File: src/rrs_pkg.sv
/*
 * Constants, opcode patterns and types for the rotate / reverse subtract datapath.
 * Assumes a 32-bit core with sixteen registers and packed N Z C V flags.
 */
// What this block does
// - nothing is written, neither register nor flag, unless the condition check passes.
// - immediate rotate writes the operand rotated right by the decoded amount, carry from the rotation.
// - every bit leaving bit 0 during a rotate re-enters at bit 31.
// - register rotate uses only the unsigned low eight bits of the count register.
// - short register rotate has the count register in bits 5..3 and destination/operand in bits 2..0.
// - short register rotate writes flags only outside an if-then block.
// - long register rotate names destination, operand and count, and its S bit selects flag writes.
// - with flag writes a rotate sets N from bit 31, Z on zero, C from shift carry, V unchanged.
// - rotate through carry shifts right by one and puts the old carry into bit 31.
// - rotate through carry with flag writes makes the old bit 0 the new carry.
// - rotate through carry has an S bit and treats register 13 or 15 as unpredictable.
// - immediate reverse subtract writes the constant minus the first operand.
// - short reverse subtract uses a zero constant and writes flags only outside an if-then block.
// - long reverse subtract expands a 12-bit field, has an S bit, and treats 13 or 15 as unpredictable.
// - reverse subtract computes inverted operand plus constant plus one and sets N Z C V from it.
// - immediate rotate amount is 1 to 31; a zero amount field means rotate through carry.
package rrs_pkg;
    localparam int WORD_W = 32;
    localparam int REG_W = 4;
    localparam int FLAG_W = 4;
    localparam int FLAG_N = 3;
    localparam int FLAG_Z = 2;
    localparam int FLAG_C = 1;
    localparam int FLAG_V = 0;
    localparam logic [3:0] FLAGS_RST = 4'h0;
    localparam logic [3:0] REG_SP = 4'hD;
    localparam logic [3:0] REG_PC = 4'hF;
    // short forms: bits 15..6 of the halfword
    localparam logic [9:0] SHORT_ROT_REG = 10'h107;
    localparam logic [9:0] SHORT_REV_SUB = 10'h109;
    // long forms: first halfword with S and register fields masked
    localparam logic [15:0] LONG_ROT_IMM_MASK = 16'hFFEF;
    localparam logic [15:0] LONG_ROT_IMM_VAL = 16'hEA4F;
    localparam logic [15:0] LONG_ROT_IMM_H2_MASK = 16'h8030;
    localparam logic [15:0] LONG_ROT_IMM_H2_VAL = 16'h0030;
    localparam logic [15:0] LONG_ROT_REG_MASK = 16'hFFE0;
    localparam logic [15:0] LONG_ROT_REG_VAL = 16'hFA60;
    localparam logic [15:0] LONG_ROT_REG_H2_MASK = 16'hF0F0;
    localparam logic [15:0] LONG_ROT_REG_H2_VAL = 16'hF000;
    localparam logic [15:0] LONG_REV_SUB_MASK = 16'hFBE0;
    localparam logic [15:0] LONG_REV_SUB_VAL = 16'hF1C0;
    localparam logic [15:0] LONG_REV_SUB_H2_MASK = 16'h8000;
    localparam logic [15:0] LONG_REV_SUB_H2_VAL = 16'h0000;
    localparam int S_BIT = 4;
    localparam int I_BIT = 10;

    typedef enum logic [2:0] {
        OP_NONE = 3'b000,
        OP_ROT_IMM = 3'b001,
        OP_ROT_REG = 3'b010,
        OP_ROT_CARRY = 3'b011,
        OP_REV_SUB = 3'b100
    } op_t;
endpackage

File: src/rrs_exec_if.sv
/*
 * Carrier between the decode/control module and the arithmetic unit.
 * Assumes both ends sit in the same clock domain; the unit is combinational.
 */
`timescale 1ns/1ps
`default_nettype none
interface rrs_exec_if;
    import rrs_pkg::*;
    op_t op;
    logic [WORD_W-1:0] operand;
    logic [7:0] amount;
    logic [WORD_W-1:0] imm;
    logic carry_in;
    logic [WORD_W-1:0] result;
    logic carry;
    logic overflow;

    modport unit (
        input op,
        input operand,
        input amount,
        input imm,
        input carry_in,
        output result,
        output carry,
        output overflow
    );
    modport ctrl (
        output op,
        output operand,
        output amount,
        output imm,
        output carry_in,
        input result,
        input carry,
        input overflow
    );
endinterface
`default_nettype wire

File: src/rrs_alu.sv
/*
 * Decode and execute stage for rotate right, rotate through carry and reverse subtract.
 * Assumes the register file answers read indices in the same cycle and the
 * condition check and if-then state are supplied by the core front end.
 */
`timescale 1ns/1ps
`default_nettype none
module rrs_alu
    import rrs_pkg::*;
#(
    parameter int DATA_W = 32
) (
    input wire logic sys_clk_i,
    input wire logic sys_rst_i,
    input wire logic instr_valid_i,
    input wire logic instr_is_long_i,
    input wire logic [31:0] instr_i,
    input wire logic cond_pass_i,
    input wire logic in_if_then_block_i,
    input wire logic [FLAG_W-1:0] program_status_flags_i,
    input wire logic [DATA_W-1:0] first_operand_val_i,
    input wire logic [DATA_W-1:0] second_operand_val_i,
    output logic [REG_W-1:0] first_operand_reg_o,
    output logic [REG_W-1:0] second_operand_reg_o,
    output logic done_o,
    output logic recognised_o,
    output logic unpredictable_o,
    output logic wr_en_o,
    output logic [REG_W-1:0] wr_reg_o,
    output logic [DATA_W-1:0] wr_data_o,
    output logic flags_we_o,
    output logic [FLAG_W-1:0] program_status_flags_o
);
    if (DATA_W != WORD_W) begin : g_width_check
        $error("rrs_alu supports only a 32-bit data path");
    end

    // ==========================================================
    // modified constant expansion
    // ==========================================================
    function automatic logic [WORD_W-1:0] modified_constant_expand(input logic [11:0] f);
        logic [WORD_W-1:0] base;
        logic [2*WORD_W-1:0] dbl;
        base = '0;
        dbl = '0;
        if (f[11:10] == 2'b00) begin
            case (f[9:8])
                2'b00: base = {24'h000000, f[7:0]};
                2'b01: base = {8'h00, f[7:0], 8'h00, f[7:0]};
                2'b10: base = {f[7:0], 8'h00, f[7:0], 8'h00};
                default: base = {f[7:0], f[7:0], f[7:0], f[7:0]};
            endcase
        end else begin
            base = {24'h000000, 1'b1, f[6:0]};
            dbl = {base, base} >> f[11:7];
            base = dbl[WORD_W-1:0];
        end
        return base;
    endfunction

    function automatic logic bad_reg(input logic [3:0] r);
        return (r == REG_SP) || (r == REG_PC);
    endfunction

    // ==========================================================
    // decode
    // ==========================================================
    logic [15:0] hw1;
    logic [15:0] hw2;
    op_t op;
    logic [REG_W-1:0] dst;
    logic setflags;
    logic unpred;
    logic [4:0] imm5;
    logic [WORD_W-1:0] imm;

    assign hw1 = instr_i[31:16];
    assign hw2 = instr_i[15:0];
    assign imm5 = {hw2[14:12], hw2[7:6]};

    always_comb begin
        op = OP_NONE;
        dst = '0;
        setflags = 1'b0;
        unpred = 1'b0;
        imm = '0;
        first_operand_reg_o = '0;
        second_operand_reg_o = '0;
        if (!instr_is_long_i) begin
            if (hw2[15:6] == SHORT_ROT_REG) begin
                op = OP_ROT_REG;
                dst = {1'b0, hw2[2:0]};
                first_operand_reg_o = {1'b0, hw2[2:0]};
                second_operand_reg_o = {1'b0, hw2[5:3]};
                setflags = !in_if_then_block_i;
            end else if (hw2[15:6] == SHORT_REV_SUB) begin
                op = OP_REV_SUB;
                dst = {1'b0, hw2[2:0]};
                first_operand_reg_o = {1'b0, hw2[5:3]};
                imm = '0;
                setflags = !in_if_then_block_i;
            end
        end else if ((hw1 & LONG_ROT_IMM_MASK) == LONG_ROT_IMM_VAL
                && (hw2 & LONG_ROT_IMM_H2_MASK) == LONG_ROT_IMM_H2_VAL) begin
            op = (imm5 == 5'h00) ? OP_ROT_CARRY : OP_ROT_IMM;
            dst = hw2[11:8];
            first_operand_reg_o = hw2[3:0];
            setflags = hw1[S_BIT];
            unpred = bad_reg(hw2[11:8]) || bad_reg(hw2[3:0]);
        end else if ((hw1 & LONG_ROT_REG_MASK) == LONG_ROT_REG_VAL
                && (hw2 & LONG_ROT_REG_H2_MASK) == LONG_ROT_REG_H2_VAL) begin
            op = OP_ROT_REG;
            dst = hw2[11:8];
            first_operand_reg_o = hw1[3:0];
            second_operand_reg_o = hw2[3:0];
            setflags = hw1[S_BIT];
            unpred = bad_reg(hw2[11:8]) || bad_reg(hw1[3:0]) || bad_reg(hw2[3:0]);
        end else if ((hw1 & LONG_REV_SUB_MASK) == LONG_REV_SUB_VAL
                && (hw2 & LONG_REV_SUB_H2_MASK) == LONG_REV_SUB_H2_VAL) begin
            op = OP_REV_SUB;
            dst = hw2[11:8];
            first_operand_reg_o = hw1[3:0];
            imm = modified_constant_expand({hw1[I_BIT], hw2[14:12], hw2[7:0]});
            setflags = hw1[S_BIT];
            unpred = bad_reg(hw2[11:8]) || bad_reg(hw1[3:0]);
        end
    end

    // ==========================================================
    // execute unit
    // ==========================================================
    rrs_exec_if ex ();

    always_comb begin
        ex.op = op;
        ex.operand = first_operand_val_i;
        ex.imm = imm;
        ex.carry_in = program_status_flags_i[FLAG_C];
        if (op == OP_ROT_REG) begin
            ex.amount = second_operand_val_i[7:0];
        end else if (op == OP_ROT_IMM) begin
            ex.amount = {3'b000, imm5};
        end else begin
            ex.amount = 8'h00;
        end
    end

    rrs_unit u_unit (
        .ex(ex.unit)
    );

    // ==========================================================
    // flags
    // ==========================================================
    logic [FLAG_W-1:0] flags_nxt;
    logic go;

    assign go = instr_valid_i && (op != OP_NONE) && cond_pass_i && !unpred;

    always_comb begin
        flags_nxt = program_status_flags_i;
        flags_nxt[FLAG_N] = ex.result[WORD_W-1];
        flags_nxt[FLAG_Z] = (ex.result == '0);
        flags_nxt[FLAG_C] = ex.carry;
        if (op == OP_REV_SUB) begin
            flags_nxt[FLAG_V] = ex.overflow;
        end
    end

    // ==========================================================
    // result registers
    // ==========================================================
    always_ff @(posedge sys_clk_i or posedge sys_rst_i) begin
        if (sys_rst_i) begin
            done_o <= 1'b0;
            recognised_o <= 1'b0;
            unpredictable_o <= 1'b0;
        end else begin
            done_o <= instr_valid_i;
            recognised_o <= instr_valid_i && (op != OP_NONE);
            unpredictable_o <= instr_valid_i && (op != OP_NONE) && unpred;
        end
    end

    always_ff @(posedge sys_clk_i or posedge sys_rst_i) begin
        if (sys_rst_i) begin
            wr_en_o <= 1'b0;
            wr_reg_o <= '0;
            wr_data_o <= '0;
        end else begin
            wr_en_o <= go;
            if (go) begin
                wr_reg_o <= dst;
                wr_data_o <= ex.result;
            end
        end
    end

    always_ff @(posedge sys_clk_i or posedge sys_rst_i) begin
        if (sys_rst_i) begin
            flags_we_o <= 1'b0;
            program_status_flags_o <= FLAGS_RST;
        end else begin
            flags_we_o <= go && setflags;
            if (go && setflags) begin
                program_status_flags_o <= flags_nxt;
            end
        end
    end
endmodule
`default_nettype wire

File: src/rrs_unit.sv
/*
 * Combinational rotate, rotate-through-carry and reverse subtract unit.
 * Assumes the controller holds its inputs stable for the cycle it samples the outputs.
 */
`timescale 1ns/1ps
`default_nettype none
module rrs_unit
    import rrs_pkg::*;
(
    rrs_exec_if.unit ex
);
    // ==========================================================
    // rotate and add
    // ==========================================================
    logic [2*WORD_W-1:0] dbl;
    logic [WORD_W:0] sum;
    logic [WORD_W-1:0] rot;

    always_comb begin
        dbl = {ex.operand, ex.operand} >> ex.amount[4:0];
        rot = dbl[WORD_W-1:0];
        sum = {1'b0, ~ex.operand} + {1'b0, ex.imm} + {{WORD_W{1'b0}}, 1'b1};
        ex.result = ex.operand;
        ex.carry = ex.carry_in;
        ex.overflow = 1'b0;
        case (ex.op)
            OP_ROT_IMM, OP_ROT_REG: begin
                if (ex.amount != 8'h00) begin
                    ex.result = rot;
                    ex.carry = rot[WORD_W-1];
                end
            end
            OP_ROT_CARRY: begin
                ex.result = {ex.carry_in, ex.operand[WORD_W-1:1]};
                ex.carry = ex.operand[0];
            end
            OP_REV_SUB: begin
                ex.result = sum[WORD_W-1:0];
                ex.carry = sum[WORD_W];
                ex.overflow = (ex.operand[WORD_W-1] != ex.imm[WORD_W-1])
                    && (sum[WORD_W-1] != ex.imm[WORD_W-1]);
            end
            default: begin
                ex.result = ex.operand;
            end
        endcase
    end
endmodule
`default_nettype wire

File: config.mk
export PLATFORM = sky130hd
export DESIGN_NAME = rrs_alu
export DESIGN_NICKNAME = d
export VERILOG_FILES = /design/src/rrs_pkg.sv /design/src/rrs_exec_if.sv /design/src/rrs_alu.sv /design/src/rrs_unit.sv
export SDC_FILE = /design/constraint.sdc
export NUM_CORES = 1
export LEC_CHECK = 0
export BUFFER_PORTS_ARGS = -buffer_cell sky130_fd_sc_hd__buf_2
export CAP_MARGIN = 20
export CELL_PAD_IN_SITES_DETAIL_PLACEMENT = 1
export CELL_PAD_IN_SITES_GLOBAL_PLACEMENT = 1
export CORE_MARGIN = 2
export CORE_UTILIZATION = 43
export DETAILED_ROUTE_END_ITERATION = 16
export PLACE_DENSITY_LB_ADDON = 0.1
export SYNTH_ARGS = -nofsm -noshare
export SYNTH_HDL_FRONTEND = slang
export SYNTH_HIERARCHICAL = 1
export SYNTH_SLANG_ARGS = --single-unit
File: constraint.sdc
create_clock -name sys_clk_i -period 2.3 [get_ports sys_clk_i]
set_clock_uncertainty 0.1 [all_clocks]
set_input_delay 0.115 -clock sys_clk_i [delete_from_list [all_inputs] [get_ports sys_clk_i]]
set_output_delay 0.115 -clock sys_clk_i [all_outputs]
set_load 0.02 [all_outputs]
==> results by group, run 1 <==
Synthesis
  – Netlist cell types: 90
  – Post-synthesis simple-gate area fraction: 0.182
  – Fraction of registers with async set/reset: 1.00
  – Syn Area/Cell: 8.12 um2
  – Compound-cell area share of the yosys netlist: 0.272
  – Area share of the largest cell type after synthesis: 0.134
  – Synthesized Nets: about 1200
  – Post-synthesis sequential area ratio: 0.134
  – Predominant post-synthesis flop cell: dfrtp_1
  – Cells after synthesis: a little over 1000
  – Yosys top cell by area: dfrtp_1
  – Synth warn: 6
  – Post-Synth XOR/XNOR Area: 0.0240
  – Synth Area in Adders: 0.0516
  – Largest family of logic cells by synthesized area: compound AO/OA/AOI/OAI gates
  – Most frequent cell after synthesis: nand2_1
  – Top post-synthesis cells by area: dfrtp_1 (13%), mux4_1 (5.3%), mux2i_1 (5.1%), mux2_4 (5.0%), a21oi_1 (4.9%)
  – EDFF count, synth: 0
  – Mux cell area share after synthesis: 0.255
  – Mapped Area: about 8400 um2
  – Synthesis-stage register bit count: 45
  – Commonest cells post-synth: nand2_1 (98), nor2_1 (92), a21oi_1 (83), o21ai_0 (68), inv_1 (54)

Placement
  – Worst slack, placed: -2.73 ns
  – Placed Area: between 10000 and 15000 um2
  – RePlAce Congestion: ~1.0
  – Port-buffer cells: 132
  – Post-DP HPWL: 37400 um

Clocking
  – Cts bufs inserted: 5
  – Clock sink total: between 40 and 50
  – Maximum root-to-sink buffer count: 2
  – H-tree Lvls: 2
  – CTS Root Cell: clkbuf_16
  – Hold-fix buffers, CTS: 2
  – Post-CTS Setup Bufs: between 60 and 70
  – Post-cts sizing count: approximately 220

Floorplanning
  – Die W: 144 um
  – Initial Utilization: 0.434
  – # rows: between 50 and 60
  – Io pins: approximately 160
  – Die Ht: roughly 140 um

Status
  – Failing step: clock tree synthesis (4_1_cts)
  – Status: did not finish
  – Error msg: [ERROR DPL-0033] detailed placement checks failed during check placement.
[per-stage QoR]
step                      hold WS [ns]  utilization  TNS (ns)  std cells
after floorplan                 0.0464            -    -51.47       1034
after detailed placement        0.0855        0.639    -77.43       1778
after global placement          0.0629        0.639    -71.51       1778
[logic make-up after synthesis]
family	Yosys count
AOI/OAI and AO/OA	334
and+or+nand+nor	319
muxes	144
buffers and inverters	135
DFF	45
adders and majority gates	34
xor gates and xnor gates	23
==> inputs of run 2 (changes only) <==
CELL_PAD_IN_SITES_DETAIL_PLACEMENT = default   (was 1)
CELL_PAD_IN_SITES_GLOBAL_PLACEMENT = default   (was 1)
CORE_UTILIZATION = 35   (was 43)
PLACE_DENSITY_LB_ADDON = 0.15   (was 0.1)
==> run 2 against run 1 <==
  * The flow now finishes, with violations (setup timing)
  * Synthesized cell count did not move
  * Area after synthesis did not move
==> results by group, run 2 <==
Status
  – Status: finished, violations left
  – Failing checks: setup timing

Setup path
  – Worst stage delay on the critical path: about 0.57 ns
  – R2R setup slack: approximately 1.4 ns
  – CP arrival: 4.42 ns
  – Critical setup path kind: input port to register
  – Worst reg2reg path endpoint: program_status_flags_o[2]$_DFFE_PP0P_
  – R2R depth: 1
  – Worst setup EP type: register
  – Worst EP required: about 2.4 ns
  – Slowest library cell on the worst path: or4_4
  – Crit-path max FO: 6
  – Crit path buffers/inverters: 5
  – Critical path's top delay family: multiplexers
  – Crit Reg-Reg Startpoint: program_status_flags_o[2]$_DFFE_PP0P_
  – Crit path cell chain: buf_6, or4b_4, or4_4, a21oi_4, a22o_1, buf_12, buf_12, buf_6, mux4_2, mux4_2, mux2_4, nand2_2, nand2_2, a21oi_2, buf_4, nor4_1, nand4_1, nor2_1, mux2_4
  – Startpoint Class: input port

Clocking
  – CTS Root Cell: clkbuf_16
  – H-tree Lvls: 2 (unchanged)
  – Clock Latency Late Sink: ~0.30 ns
  – Clock Pin Slew Worst Setup and Hold Paths: about 0.070 ns
  – CTS tree: built
  – Maximum root-to-sink buffer count: 2 (unchanged)
  – Cts bufs inserted: 5 (unchanged)
  – Clock sink total: 45 (unchanged)

Hold path
  – Hold path depth: 3
  – Hold path startpoint: program_status_flags_i[0]
  – Worst hold path class: input port to register
  – Hold EP: program_status_flags_o[0]$_DFFE_PP0P_

Final layout
  – Final #Nets: 1693
  – Area growth from synthesis to layout: 65.7%
  – Biggest register: wr_data_o
  – Antenna Cells: 0
  – Commonest cells after routing, fill and taps aside: buf_4 (400), buf_2 (128), nand2_1 (83)
  – Layout fillers: around 2200
  – Area of the multi-input gates: roughly 7500 um2
  – Top flop regs: wr_data_o: 32 flops, program_status_flags_o: 4 flops, wr_reg_o: 4 flops
  – Register area: 1130 um2
  – Max reg flops: 32
  – Finished Cell Area: about 14000 um2
  – Commonest non-fill, non-tap cell in the layout: buf_4
  – Fin util: 0.591
  – Layout cell share with drive strength beyond 1: 0.556
  – Non-Filler Instances: approximately 1900

GRT
  – Global-route wire length before repair: roughly 61000 um
  – Met2 Resource Use GR: 0.489
  – Total grt overflow: 0
  – Largest net degree at the start of global routing: 46
  – Antenna violations before repair: 1
  – Met1 global-route usage: 0.429
  – Gr busiest metal: met2
  – Total GRT Usage: 0.305
  – Met3 GRT Util: 0.0293
  – Vias in the first global route: between 10000 and 15000

Power
  – P_int: around 1900 uW
  – Pwr dens: about 210 nW/um2
  – Sw Pwr: 1020 uW
  – Reg power frac: 0.278
  – Sw Ratio: 0.354
  – Clock share of power: 0.253
  – VDD IR max: between 0.2 and 0.25 mV
  – LEAKAGE: 0.00654 uW
  – Combinational power share: 0.469

Synthesis
  – Post-synthesis sequential area ratio: 0.134 (unchanged)
  – Synthesized Nets: 1174 (unchanged)
  – Area share of the largest cell type after synthesis: 0.134 (unchanged)
  – Most frequent cell after synthesis: nand2_1
  – Synthesis-stage register bit count: 45 (unchanged)
  – Mapped Area: 8390 um2 (unchanged)
  – Cells after synthesis: 1034 (unchanged)
  – Top post-synthesis cells by area: dfrtp_1 (13%), mux4_1 (5.3%), mux2i_1 (5.1%), mux2_4 (5.0%), a21oi_1 (4.9%)
  – Netlist cell types: 90 (unchanged)
  – Fraction of registers with async set/reset: 1.00 (unchanged)
  – Yosys top cell by area: dfrtp_1
  – EDFF count, synth: 0 (unchanged)
  – Commonest cells post-synth: nand2_1 (98), nor2_1 (92), a21oi_1 (83), o21ai_0 (68), inv_1 (54)
  – Predominant post-synthesis flop cell: dfrtp_1
  – Syn Area/Cell: 8.12 um2 (unchanged)
  – Synth warn: 6 (unchanged)

Detailed routing
  – Per-cell routed wire length: 21.3 um
  – Vias per Instance: 5.74
  – 1st-iter DRT viols: roughly 900
  – Via Count: ~11000
  – Residual DRC: 0
  – Antenna Violating Nets Remaining: 0
  – Final WL: between 30000 and 40000 um
  – Pre-Repair DR Iteration Count: 5

Placement
  – Post-DP HPWL: 32100 um (-14%)
  – RePlAce Congestion: 0.999 (-2.1%)
  – Placed cells: 1814 (+2.0%)
  – Port-buffer cells: 132 (unchanged)
  – Placed Area: 12300 um2 (-0.75%)

STA
  – Worst-margin pin slew: 0.666 ns
  – Rel. slew slack: 0.554
  – Unrepaired setup endpoints after global routing: true
  – Final Hold Viols: 0
  – Min Clock Period, post-route: about 4.3 ns
  – Crit share post-route: 1.89
  – PnR worst setup slack: -2.04 ns
  – Setup violators final: 36
  – Slew Viols, Final: 0
  – Max Clk Rate: about 230 MHz
  – Worst-case hold slack: just over 0.08 ns

Floorplanning
  – Die Ht: 159 um (+11%)
  – Core Region: 23500 um2
  – Initial Utilization: 0.357 (-0.0776)
  – # rows: 56 (+9.8%)
  – Die footprint: approximately 25000 um2
  – Io pins: 159 (unchanged)
  – Die W: 159 um (+11%)

Run
  – Maxcap violations: 0
-- run 2: per-layer routing --
metal	up-vias	part of all wire
li1	4975	-
met1	5170	0.44
met2	522	0.45
met3	88	0.071
met4	0	0.040
met5	-	0
-- run 2: kinds of logic after synthesis --
| kind of cell | count (synthesis) | share of synthesized area |
|---|---|---|
| multiplexers | 144 | 0.255 |
| buffers and inverters | 135 | 0.0815 |
| flip-flops | 45 | 0.134 |
| AND/OR/NAND/NOR | 319 | 0.182 |
| XOR/XNOR | 23 | 0.0240 |
| adder cells (fa/ha/maj) | 34 | 0.0516 |
| AO/OA/AOI/OAI | 334 | 0.272 |
-- run 2: worst max-delay path by stage --
stage,start,end,slack [ns],cells after the start
final,instr_i[10],program_status_flags_o[2]$_DFFE_PP0P_,-2.04,19
after floorplan,instr_i[12],program_status_flags_o[2]$_DFFE_PP0P_,-1.80,19
after global placement,instr_i[11],program_status_flags_o[2]$_DFFE_PP0P_,-2.44,19
after detailed placement,instr_i[11],program_status_flags_o[2]$_DFFE_PP0P_,-2.48,19
after CTS,instr_i[10],program_status_flags_o[2]$_DFFE_PP0P_,-1.93,20
after global routing,instr_i[10],program_status_flags_o[2]$_DFFE_PP0P_,-2.21,20
-- run 2: through the flow --
step	TNS, ns	power [uW]	setup WS [ns]
after CTS	-55.38	2800	-1.93
after global placement	-71.49	1950	-2.44
after global routing	-61.05	3010	-2.21
after floorplan	-51.47	1320	-1.80
final	-57.80	2890	-2.04
after detailed placement	-72.71	1950	-2.48
-- run 2: area by class of cell --
class | instances | area share
tap | 319 | 0.0287
clock inverter | 3 | 0.00153
sequential | 45 | 0.0809
timing repair buffer | 589 | 0.321
clock buffer | 5 | 0.00899
multi-input combinational | 854 | 0.542
inverter | 58 | 0.0162
-- run 2: what timing repair did --
| item | CTS | global route |
|---|---|---|
| endpoints found under the setup margin | 39 | 39 |
| gates cloned | 1 | 0 |
| gates resized for setup | 177 | 106 |
| hold buffers | 3 | 0 |
| pin swaps | 84 | 46 |
| hold endpoints to repair | 47 | 0 |
| setup buffers | 51 | 24 |
-- run 2: power by group through the flow --
stage / combinational, uW / sequential (uW) / clock (uW)
global placement: 1140 / 817 / 0
global route: 1430 / 802 / 778
CTS: 1250 / 802 / 744
floorplan: 493 / 826 / 0
detailed placement: 1140 / 817 / 0
finish: 1360 / 802 / 731
No activity file was read; power rests on OpenSTA's default activity.
==> inputs of run 3 (changes only) <==
==> constraint.sdc (replaced) <==
create_clock -name sys_clk_i -period 2.3 [get_ports sys_clk_i]
set_clock_uncertainty 0.1 [all_clocks]
set_input_delay 0.46 -clock sys_clk_i [delete_from_list [all_inputs] [get_ports sys_clk_i]]
set_output_delay 0.46 -clock sys_clk_i [all_outputs]
set_load 0.02 [all_outputs]
==> run 3 against run 2 <==
  * The flow still finishes with violations (setup timing)
  * Count of clock-buffer cells in the layout increased by 1
  * Non-clock buffer count rose by 10
  * Register-to-register slack got worse by 0.02 ns
  * Largest cell class unchanged
  * Global-route usage rose by 1.0 points
==> results by group, run 3 (same netlist as run 2, synthesis figures left out) <==
Detailed routing
  – Final WL: 41000 um (+2.6%)
  – Vias per Instance: 5.83 (+1.6%)
  – Residual DRC: 0 (unchanged)
  – Per-cell routed wire length: 21.8 um (+2.0%)
  – Antenna Violating Nets Remaining: 0 (unchanged)
  – 1st-iter DRT viols: 1020 (+13%)
  – Pre-Repair DR Iteration Count: 9 (+4)
  – Via Count: 11000 (+2.1%)

Status
  – Failing checks: setup timing
  – Status: finished, violations left

Final layout
  – Final #Nets: 1703 (+0.59%)
  – Non-Filler Instances: 1883 (+0.53%)
  – Commonest cells after routing, fill and taps aside: buf_4 (412), buf_2 (116), nand2_1 (89)
  – Antenna Cells: 0 (unchanged)
  – Finished Cell Area: 14100 um2 (+1.6%)
  – Biggest register: wr_data_o
  – Top flop regs: wr_data_o: 32 flops, program_status_flags_o: 4 flops, wr_reg_o: 4 flops
  – Commonest non-fill, non-tap cell in the layout: buf_4
  – Area growth from synthesis to layout: 68.4%
  – Layout cell share with drive strength beyond 1: 0.568 (+0.0124)
  – Fin util: 0.600 (+0.00946)
  – Max reg flops: 32 (unchanged)

Setup path
  – Worst reg2reg path endpoint: program_status_flags_o[2]$_DFFE_PP0P_
  – Startpoint Class: input port
  – Critical setup path kind: input port to register
  – R2R depth: 1 (unchanged)
  – Worst setup EP type: register
  – Crit path to: program_status_flags_o[2]$_DFFE_PP0P_
  – CP arrival: 4.82 ns (+0.40 ns)
  – Crit-path max FO: 7 (+1)
  – R2R setup slack: 1.35 ns (-0.02 ns)
  – CP startpoint: instr_i[10]
  – Crit Reg-Reg Startpoint: program_status_flags_o[2]$_DFFE_PP0P_
  – Worst EP required: 2.43 ns (+0.05 ns)

Clocking
  – Clock sink total: 45 (unchanged)
  – Maximum root-to-sink buffer count: 2 (unchanged)
  – Clock Latency Late Sink: 0.29 ns (about the same)
  – H-tree Lvls: 2 (unchanged)
  – CTS Root Cell: clkbuf_16
  – Cts bufs inserted: 5 (unchanged)
  – CTS tree: built
  – Clock Pin Slew Worst Setup and Hold Paths: 0.07 ns (about the same)

Power
  – LEAKAGE: 0.00660 uW (+0.90%)
  – Sw Ratio: 0.340 (-0.0144)
  – VDD IR max: 0.239 mV (+0.70%)
  – P_int: 1980 uW (+6.0%)
  – Reg power frac: 0.268 (-0.010)
  – Combinational power share: 0.455 (-0.014)
  – Clock share of power: 0.278 (+0.025)
  – Sw Pwr: 1020 uW (-0.50%)
  – Pwr dens: 212 nW/um2 (+2.1%)

STA
  – Crit share post-route: 2.04 (+0.154)
  – Worst-margin pin slew: 0.860 ns (+0.194 ns)
  – Slew Viols, Final: 0 (unchanged)
  – PnR worst setup slack: -2.39 ns (-0.354 ns)
  – Setup violators final: 49 (+36%)
  – Rel. slew slack: 0.424 (-0.130)
  – Max Clk Rate: 213 MHz (-7.5%)
  – Unrepaired setup endpoints after global routing: true
  – Final Hold Viols: 0 (unchanged)
  – Min Clock Period, post-route: 4.69 ns (+0.354 ns)
  – Worst-case hold slack: 0.142 ns (+0.0607 ns)

Floorplanning
  – # rows: 56 (unchanged)
  – Die W: 159 um (unchanged)
  – Initial Utilization: 0.357 (unchanged)
  – Die footprint: 25200 um2 (unchanged)
  – Io pins: 159 (unchanged)
  – Die Ht: 159 um (unchanged)
  – Core Region: 23500 um2 (unchanged)

Placement
  – Placed cells: 1808 (-0.33%)
  – Post-DP HPWL: 32300 um (+0.77%)
  – RePlAce Congestion: 1.08 (+7.9%)
  – Placed Area: 12200 um2 (-0.31%)
  – Port-buffer cells: 132 (unchanged)

GRT
  – Vias in the first global route: 11000 (+5.7%)
  – Global-route wire length before repair: 62900 um (+3.8%)
  – Total grt overflow: 0 (unchanged)
  – Largest net degree at the start of global routing: 31 (-33%)
  – Total GRT Usage: 0.315 (+0.0102)
  – Antenna violations before repair: 0 (-1)

Hold path
  – Worst hold path class: input port to asynchronous set/reset pin

Run
  – Maxcap violations: 0 (unchanged)
[run 3: cell types whose count changed in the layout (fill, tap and decap cells not counted), sizes merged]
cell / delta
buf: +13
clkbuf: +1
dlygate4sd3: -3
bufinv: +1
inv: -1
clkinvlp: -2
clkinv: +1
[run 3: power by group through the flow]
stage / clock, uW / combinational [uW] / sequential (uW)
floorplan: 0 / 495 / 826
global placement: 0 / 1120 / 817
detailed placement: 0 / 1130 / 817
CTS: 844 / 1270 / 802
global route: 876 / 1440 / 802
finish: 832 / 1360 / 802
[run 3: metal layers]
layer / track usage / share of wire / wire (um) / vias to the layer above
li1: - / - / - / 4980
met1: 0.413 / 0.41 / 16900 / 5281
met2: 0.512 / 0.45 / 18400 / 572
met3: 0.0562 / 0.086 / 3520 / 152
met4: 0.133 / 0.052 / 2140 / 0
met5: 0 / 0 / 0 / -
[run 3: metrics by stage]
step / TNS [ns] / total power, uW / setup WS (ns)
after floorplan: -65.71 / 1320 / -2.15
after global placement: -92.24 / 1940 / -3.04
after detailed placement: -93.65 / 1940 / -3.06
after CTS: -72.21 / 2920 / -2.24
after global routing: -79.51 / 3120 / -2.49
final: -75.11 / 3000 / -2.39
[run 3: area by class of cell]
type / instances / area [um2]
clock buffer: 6 / 129
clock inverter: 2 / 38.8
fill: 2213 / 9410
inverter: 58 / 223
multi-input combinational: 854 / 7610
sequential: 45 / 1130
tap: 319 / 399
timing repair buffer: 599 / 4610
[run 3: worst max-delay path, stage by stage]
cell and delay (ns):
buf_6 0.09, or4b_4 0.54, or4_4 0.46, a21oi_4 0.21, buf_6 0.13, a22o_4 0.16, buf_12 0.14, buf_6 0.12
mux2i_4 0.26, buf_6 0.13, a21o_1 0.18, buf_6 0.12, mux4_2 0.27, mux2i_4 0.09, a222oi_1 0.51, o21ai_1 0.24
nor4_2 0.31, nand4_1 0.13, nor2_1 0.11, mux2_4 0.15
[run 3: how the worst min path moves through the flow]
| stage | endpoint | slack (ns) | cells after the start |
|---|---|---|---|
| finish | wr_data_o[23]$_DFFE_PP0P_ | 0.14 | 2 |
| global route | wr_reg_o[2]$_DFFE_PP0P_ | 0.20 | 2 |
| CTS | wr_data_o[23]$_DFFE_PP0P_ | 0.16 | 2 |
| detailed placement | program_status_flags_o[3]$_DFFE_PP0P_ | 0.39 | 1 |
| global placement | wr_data_o[13]$_DFFE_PP0P_ | 0.39 | 1 |
| floorplan | done_o$_DFF_PP0_ | 0.39 | 0 |
[run 3: repair_timing]
| item | 4_1_cts | 5_1_grt |
|---|---|---|
| hold buffers | 0 | 0 |
| endpoints found under the setup margin | 48 | 52 |
| gates resized for setup | 231 | 80 |
| cloned | 3 | 0 |
| buffers inserted | 60 | 24 |
| pin swaps | 94 | 62 |
| endpoints found under the hold margin | 0 | 0 |
